[config.mk]
export PLATFORM = sky130hd
export DESIGN_NAME = uimh_top
export DESIGN_NICKNAME = d
export VERILOG_FILES = /design/src/pkg/uimh_pkg.sv /design/src/hdl/uimh_top.sv
export SDC_FILE = /design/constraint.sdc
export NUM_CORES = 1
export LEC_CHECK = 0
export ABC_AREA = 1
export BUFFER_PORTS_ARGS = -buffer_cell sky130_fd_sc_hd__buf_2
export CAP_MARGIN = 20
export CORE_AREA = 2 2 93 95
export DETAILED_ROUTE_END_ITERATION = 6
export DIE_AREA = 0 0 95 97
export PLACE_DENSITY = 0.72
export SLEW_MARGIN = 20
export SYNTH_ARGS = -nofsm -noshare
export SYNTH_HDL_FRONTEND = slang
export SYNTH_SLANG_ARGS = --single-unit
[constraint.sdc]
create_clock -name i_clk -period 1.85 [get_ports i_clk]
set_input_delay 0.37 -clock i_clk [delete_from_list [all_inputs] [get_ports i_clk]]
set_output_delay 0.37 -clock i_clk [all_outputs]
set_load 0.05 [all_outputs]
[src/pkg/uimh_pkg.sv]
// package: register map, mode codes and timing for the infrared halt block
package uimh_pkg;
  localparam int ADDR_W = 8;
  localparam logic [7:0] OFF_MODE = 8'h00;
  localparam logic [7:0] OFF_RESUME = 8'h04;
  localparam logic [7:0] OFF_STATUS = 8'h08;
  localparam logic [7:0] OFF_IRQ_STAT = 8'h0C;
  localparam logic [7:0] OFF_IRQ_MASK = 8'h10;
  localparam logic [7:0] OFF_TXDATA = 8'h14;
  localparam logic [7:0] OFF_CONFIG = 8'h18;
  localparam int MODE_W = 3;
  localparam int IRQ_W = 3;
  localparam int IRQ_HALT = 0;
  localparam int IRQ_RESUME = 1;
  localparam int IRQ_TXDONE = 2;
  localparam int ST_HALT = 0;
  localparam int ST_BUSY = 1;
  localparam int ST_PEND = 2;
  localparam int INST_FIRST = 1;
  localparam int INST_SECOND = 2;
  localparam int INST_THIRD = 3;
  localparam int SETTLE_CYC = 5;
  localparam logic [7:0] CONFIG_RST = 8'h10;
  localparam logic [31:0] NONE_DATA = 32'h0000_0000;
  typedef enum logic [2:0] {
    UIMH_MODE_ASYNC = 3'h0,
    UIMH_MODE_SLOW_IR = 3'h1,
    UIMH_MODE_MED_IR = 3'h4,
    UIMH_MODE_FAST_IR = 3'h5,
    UIMH_MODE_CONS_IR = 3'h6,
    UIMH_MODE_OFF = 3'h7
  } uimh_mode_t;
  typedef struct packed {
    logic cyc;
    logic stb;
    logic we;
    logic [3:0] sel;
    logic [ADDR_W-1:0] adr;
    logic [31:0] dat;
  } uimh_wb_req_t;
  typedef struct packed {
    logic ack;
    logic [31:0] dat;
  } uimh_wb_rsp_t;
endpackage
[src/hdl/uimh_top.sv]
// infrared uart transmitter with false-underrun halt and resume read
//
// Decided for this implementation: register access over Wishbone and the register offsets.
`timescale 1ns/1ps
`default_nettype none
module uimh_top #(
  parameter int INSTANCE = uimh_pkg::INST_THIRD,
  parameter int BIT_DIV = 16
) (
  input wire logic i_clk,
  input wire logic i_nrst,
  input wire logic i_ce,
  input wire uimh_pkg::uimh_wb_req_t i_wb,
  output uimh_pkg::uimh_wb_rsp_t o_wb,
  output logic o_tx,
  output logic o_halted,
  output logic o_irq
);
  localparam bit HALT_CAPABLE = (INSTANCE == uimh_pkg::INST_THIRD);

  logic [2:0] mode_r;
  logic [7:0] config_r;
  logic [7:0] txbuf_r;
  logic pend_r;
  logic halted_r;
  logic [uimh_pkg::IRQ_W-1:0] irq_stat_r;
  logic [uimh_pkg::IRQ_W-1:0] irq_mask_r;
  logic ack_r;
  logic [31:0] rdat_r;
  logic [7:0] shift_r;
  logic [3:0] bitcnt_r;
  logic [15:0] divcnt_r;
  logic busy_r;
  logic tx_r;

  logic req;
  logic wr;
  logic rd;
  logic mode_access;
  logic affected_mode;
  logic false_underrun;
  logic resume_rd;
  logic tx_done;
  logic [uimh_pkg::IRQ_W-1:0] irq_set;

  assign req = i_wb.cyc && i_wb.stb && !ack_r;
  assign wr = req && i_wb.we;
  assign rd = req && !i_wb.we;
  assign mode_access = req && (i_wb.adr == uimh_pkg::OFF_MODE);
  // only the slow, medium and fast infrared framings use the glitchy underrun path; consumer infrared does not
  assign affected_mode = (mode_r == uimh_pkg::UIMH_MODE_SLOW_IR) ||
                         (mode_r == uimh_pkg::UIMH_MODE_MED_IR) ||
                         (mode_r == uimh_pkg::UIMH_MODE_FAST_IR);
  assign false_underrun = i_ce && mode_access && HALT_CAPABLE && affected_mode;
  assign resume_rd = i_ce && rd && (i_wb.adr == uimh_pkg::OFF_RESUME);
  assign tx_done = busy_r && (divcnt_r == 16'h0000) && (bitcnt_r == 4'h0) && !halted_r;

  // bus answer: ack one cycle after the request, dropped the next cycle
  always_ff @(posedge i_clk or negedge i_nrst) begin
    if (!i_nrst) begin
      ack_r <= 1'b0;
    end else if (i_ce) begin
      ack_r <= req;
    end
  end

  always_ff @(posedge i_clk or negedge i_nrst) begin
    if (!i_nrst) begin
      rdat_r <= uimh_pkg::NONE_DATA;
    end else if (i_ce && rd) begin
      case (i_wb.adr)
        uimh_pkg::OFF_MODE: rdat_r <= {29'h0000_0000, mode_r};
        uimh_pkg::OFF_STATUS: rdat_r <= {29'h0000_0000, pend_r, busy_r, halted_r};
        uimh_pkg::OFF_IRQ_STAT: rdat_r <= {29'h0000_0000, irq_stat_r};
        uimh_pkg::OFF_IRQ_MASK: rdat_r <= {29'h0000_0000, irq_mask_r};
        uimh_pkg::OFF_TXDATA: rdat_r <= {24'h00_0000, txbuf_r};
        uimh_pkg::OFF_CONFIG: rdat_r <= {24'h00_0000, config_r};
        default: rdat_r <= uimh_pkg::NONE_DATA;
      endcase
    end
  end

  assign o_wb.ack = ack_r;
  assign o_wb.dat = rdat_r;

  // configuration held regardless of halt
  always_ff @(posedge i_clk or negedge i_nrst) begin
    if (!i_nrst) begin
      mode_r <= uimh_pkg::UIMH_MODE_OFF;
      config_r <= uimh_pkg::CONFIG_RST;
      irq_mask_r <= '0;
    end else if (i_ce && wr && i_wb.sel[0]) begin
      case (i_wb.adr)
        uimh_pkg::OFF_MODE: mode_r <= i_wb.dat[uimh_pkg::MODE_W-1:0];
        uimh_pkg::OFF_CONFIG: config_r <= i_wb.dat[7:0];
        uimh_pkg::OFF_IRQ_MASK: irq_mask_r <= i_wb.dat[uimh_pkg::IRQ_W-1:0];
        default: ;
      endcase
    end
  end

  // halt: set by false underrun, cleared only by resume read; set wins
  always_ff @(posedge i_clk or negedge i_nrst) begin
    if (!i_nrst) begin
      halted_r <= 1'b0;
    end else if (false_underrun) begin
      halted_r <= 1'b1;
    end else if (resume_rd) begin
      halted_r <= 1'b0;
    end
  end

  // pending byte kept while halted
  always_ff @(posedge i_clk or negedge i_nrst) begin
    if (!i_nrst) begin
      txbuf_r <= 8'h00;
      pend_r <= 1'b0;
    end else if (i_ce) begin
      if (wr && i_wb.sel[0] && (i_wb.adr == uimh_pkg::OFF_TXDATA) && !pend_r) begin
        txbuf_r <= i_wb.dat[7:0];
        pend_r <= 1'b1;
      end else if (pend_r && !busy_r && !halted_r && mode_r != uimh_pkg::UIMH_MODE_OFF) begin
        pend_r <= 1'b0;
      end
    end
  end

  // serializer freezes in place while halted
  always_ff @(posedge i_clk or negedge i_nrst) begin
    if (!i_nrst) begin
      busy_r <= 1'b0;
      shift_r <= 8'h00;
      bitcnt_r <= 4'h0;
      divcnt_r <= 16'h0000;
      tx_r <= 1'b1;
    end else if (i_ce && !halted_r) begin
      if (!busy_r) begin
        if (pend_r && mode_r != uimh_pkg::UIMH_MODE_OFF) begin
          busy_r <= 1'b1;
          shift_r <= txbuf_r;
          bitcnt_r <= 4'h9;
          divcnt_r <= 16'(BIT_DIV - 1);
          tx_r <= 1'b0;
        end
      end else if (divcnt_r != 16'h0000) begin
        divcnt_r <= divcnt_r - 16'h0001;
      end else if (bitcnt_r == 4'h0) begin
        busy_r <= 1'b0;
      end else begin
        divcnt_r <= 16'(BIT_DIV - 1);
        bitcnt_r <= bitcnt_r - 4'h1;
        tx_r <= (bitcnt_r == 4'h1) ? 1'b1 : shift_r[0];
        shift_r <= {1'b0, shift_r[7:1]};
      end
    end
  end

  assign irq_set = {tx_done && i_ce, resume_rd && halted_r, false_underrun && !halted_r};

  always_ff @(posedge i_clk or negedge i_nrst) begin
    if (!i_nrst) begin
      irq_stat_r <= '0;
    end else begin
      if (i_ce && wr && i_wb.sel[0] && (i_wb.adr == uimh_pkg::OFF_IRQ_STAT)) begin
        irq_stat_r <= (irq_stat_r & ~i_wb.dat[uimh_pkg::IRQ_W-1:0]) | irq_set;
      end else begin
        irq_stat_r <= irq_stat_r | irq_set;
      end
    end
  end

  assign o_irq = |(irq_stat_r & irq_mask_r);
  assign o_tx = tx_r;
  assign o_halted = halted_r;
endmodule
`default_nettype wire

==> impl_metrics.csv <==
group,metric,value,unit
status,status,"completed",
critical_path,timing.critical_path.mode_cell,"nor2_1",
detailed_routing,drt-initial-drc-count,193,
clocking,cts_buffers,9,
critical_path,crit_family,"simple AND/OR/NAND/NOR gates",
floorplanning,coreArea,8130,µm²
detailed_routing,avgRoutedWirePerCell,12.1,µm
critical_path,cp_cell_sequence,"inv_1 > ha_1 > nand2_2 > nor2_1 > nand3_4 > nand2_4 > inv_2 > nor2_1 > a21oi_1",
place,place_area,4060,µm²
synthesis,synth.most_common_cell,"nand2_1",
timing,final-hold-violation-count,0,
clocking,clock_path_buffers,2,
finish,drive_gt1_share,19.2,%
global_route,grt_max_degree,67,
synthesis,netlist_instances,502,
synthesis,synth_top_cell_by_area,"dfrtp_1",
critical_path,crit_arrival,1910,ps
global_route,antenna_found_initial,0,
critical_path,end_kind,"flip-flop",
detailed_routing,firstDrtPassIters,4,
finish,fin_cells,652,
clocking,worstSkewPairLatency,350,ps
synthesis,ys_ff_latch,66,
timing,tns,0,ps
worst_hold_path,hold_path.class,"in2async",
place,hpwl,5630,µm
finish,fin_util,52.6,%
finish,final_area,4280,µm²
floorplanning,die_h,97,µm
finish,fin_nets,595,
job,drv_cap,0,
timing,setup_ws,164,ps
critical_path,setup.worst_path.class,"reg2reg",
critical_path,critPathMaxFanout,10,
timing,report.final.slew_viol_count,0,
power,p_seq_share,44.1,%
synthesis,ys_seq_area_share,42.7,%
synthesis,synthTopCellsByCount,"144 x nand2_1, 61 x dfrtp_1, 51 x nor2_1",
synthesis,synth_edf_count,0,
place,place_inst,636,
global_route,first_global_vias,3062,
timing,fmax,593,MHz
floorplanning,die_area,9220,µm²
power,switching_share,31.2,%
power,pwr-share-comb,15.8,%
clocking,cts_sinks,66,
timing,setup_viol,0,
global_route,grt.overflow.total,0,
power,clkPwrFrac,40.1,%
timing,finClkSkew,9.52,ps
power,p_int,2.40,mW
critical_path,r2r_cells,9,
critical_path,regToRegSetupSlack,160,ps
clocking,clk_pin_slew,80,ps
power,p_per_area,816,nW/µm²
finish,n_antenna_cell,0,
global_route,grt_pass1_wl,13800,µm
timing,rsz0062_at_grt,"false",
critical_path,r2r-end,"divcnt_r[0]",
floorplanning,start_util,47.7,%
clocking,cts_tree,"built",
clocking,htreeDepth,3,
clocking,cts_setup_buffers,0,
synthesis,netlist_area,3880,µm²
critical_path,start_kind,"flip-flop",
power,p_sw,1.09,mW
synthesis,postSynth.asyncResetShare,100,%
clocking,root_buffer,"clkbuf_8",
clocking,cts_hold_buf,0,
critical_path,r2r-start,"divcnt_r[1]",
detailed_routing,avgViaCountPerCell,4.93,
synthesis,avgSynthCellArea,7.73,µm²
place,port-buffer-count,34,
synthesis,ys.flop_type,"dfrtp_1",
power,ir_drop,0.407,mV
synthesis,ys_types,37,
power,p_leak,2.22,nW
floorplanning,die_x,95,µm
floorplanning,ios,86,
detailed_routing,antenna_left,0,
timing,period_share,91.1,%
synthesis,synth_top_cell_area_share,39.4,%
place,gp_congestion,0.906,
place,dp_slack,165,ps
detailed_routing,via_count,3212,
critical_path,critPathSlowestCell,"dfrtp_1",
critical_path,required,2080,ps
critical_path,crit_buf_inv,2,
clocking,ctsResizeCount,0,
timing,min_period,1690,ps
detailed_routing,routed_wl,7920,µm
synthesis,netlist_top_cells_area,"dfrtp_1 39%, nand2_1 14%, nand3_1 5.3%, buf_4 5.2%, nor2_1 4.9%",
floorplanning,fp-row-count,33,
finish,areaGrowthSynthToFinish,10.4,%
critical_path,slowest_delay,380,ps
global_route,grt_use_total,18.7,%
synthesis,ys_warn_count,0,
detailed_routing,route.detailed.drc,0,
-- registers in the layout (all words and copies together) (netlist names) --
name        flops
mode_r          3
divcnt_r       16
o_halted        1
busy_r          1
irq_mask_r      3
txbuf_r         8
shift_r         8
rdat_r          8
irq_stat_r      3
bitcnt_r        4
ack_r           1
pend_r          1
config_r        8
o_tx            1
-- cells in the final DEF (no fill, tap or decap), drive strengths merged --
cell,netlist,layout
a21boi,3,3
a21o,1,1
a21oi,9,9
a22oi,1,1
buf,34,42
bufinv,0,2
clkbuf,2,9
clkinv,0,1
clkinvlp,0,2
conb,1,24
dfrtp,61,61
dfstp,5,5
ha,3,3
inv,50,52
nand2,154,154
nand3,44,44
nand3b,1,1
nand4,7,7
nor2,60,60
nor2b,1,1
nor3,3,3
o21ai,50,50
o21bai,2,2
or2,6,6
xnor2,1,1
xor2,3,3
-- through the flow --
stage / total power [mW] / hold slack, ps
5_1_grt: 3.64 / 27.6
3_5_place_dp: 2.12 / 416
6_report: 3.49 / 19.0
4_1_cts: 3.51 / 30.7
2_1_floorplan: 2.03 / 74.4
3_3_place_gp: 2.11 / 419
-- cells by family after synthesis --
group	share of synthesized area, %
adder cells (fa/ha/maj)	0.968
XOR/XNOR	0.903
other	0.0967
buffers and inverters	12.2
AO/OA/AOI/OAI	10.0
AND/OR/NAND/NOR	33.1
flip-flops	42.7
-- cell type report --
| cell class | instances | area (µm²) |
|---|---|---|
| clock buffers | 9 | 124 |
| clock inverters | 7 | 101 |
| fillers | 768 | 3850 |
| inverters | 50 | 190 |
| multi-input cells | 373 | 1830 |
| flip-flops and latches | 66 | 1660 |
| well taps | 105 | 131 |
| repair buffers | 42 | 243 |
-- power groups by stage --
stage	combinational (mW)	clock, mW	sequential [mW]
2_1_floorplan	0.414	0	1.61
3_3_place_gp	0.542	0	1.57
3_5_place_dp	0.551	0	1.57
4_1_cts	0.554	1.42	1.54
5_1_grt	0.606	1.49	1.55
6_report	0.551	1.40	1.54
-- routing by layer --
metal	global-route usage, %	wire [µm]	vias up	part of all wire (%)
met5	0	0	-	0
met4	8.03	140	0	1.8
met3	3.66	396	13	5.0
met2	29.2	3720	101	47
met1	25.2	3660	1474	46
li1	-	-	1624	-
-- worst max-delay path by stage --
stage,from,to,slack [ps],depth (start not counted)
6_report,divcnt_r[1],divcnt_r[0],160,9
5_1_grt,divcnt_r[1],divcnt_r[3],10,9
4_1_cts,divcnt_r[1],divcnt_r[0],160,9
3_5_place_dp,divcnt_r[1],divcnt_r[0],170,9
3_3_place_gp,divcnt_r[1],divcnt_r[3],210,9
2_1_floorplan,o_halted,shift_r[3],190,8
-- worst register-to-register path, stage by stage (launching register included) --
cell and delay [ps]:
dfrtp_1 380, inv_1 90, ha_1 200, nand2_2 140, nor2_1 210, nand3_4 140
nand2_4 150, inv_2 110, nor2_1 110, a21oi_1 50
No activity file was read; power rests on OpenSTA's default activity.
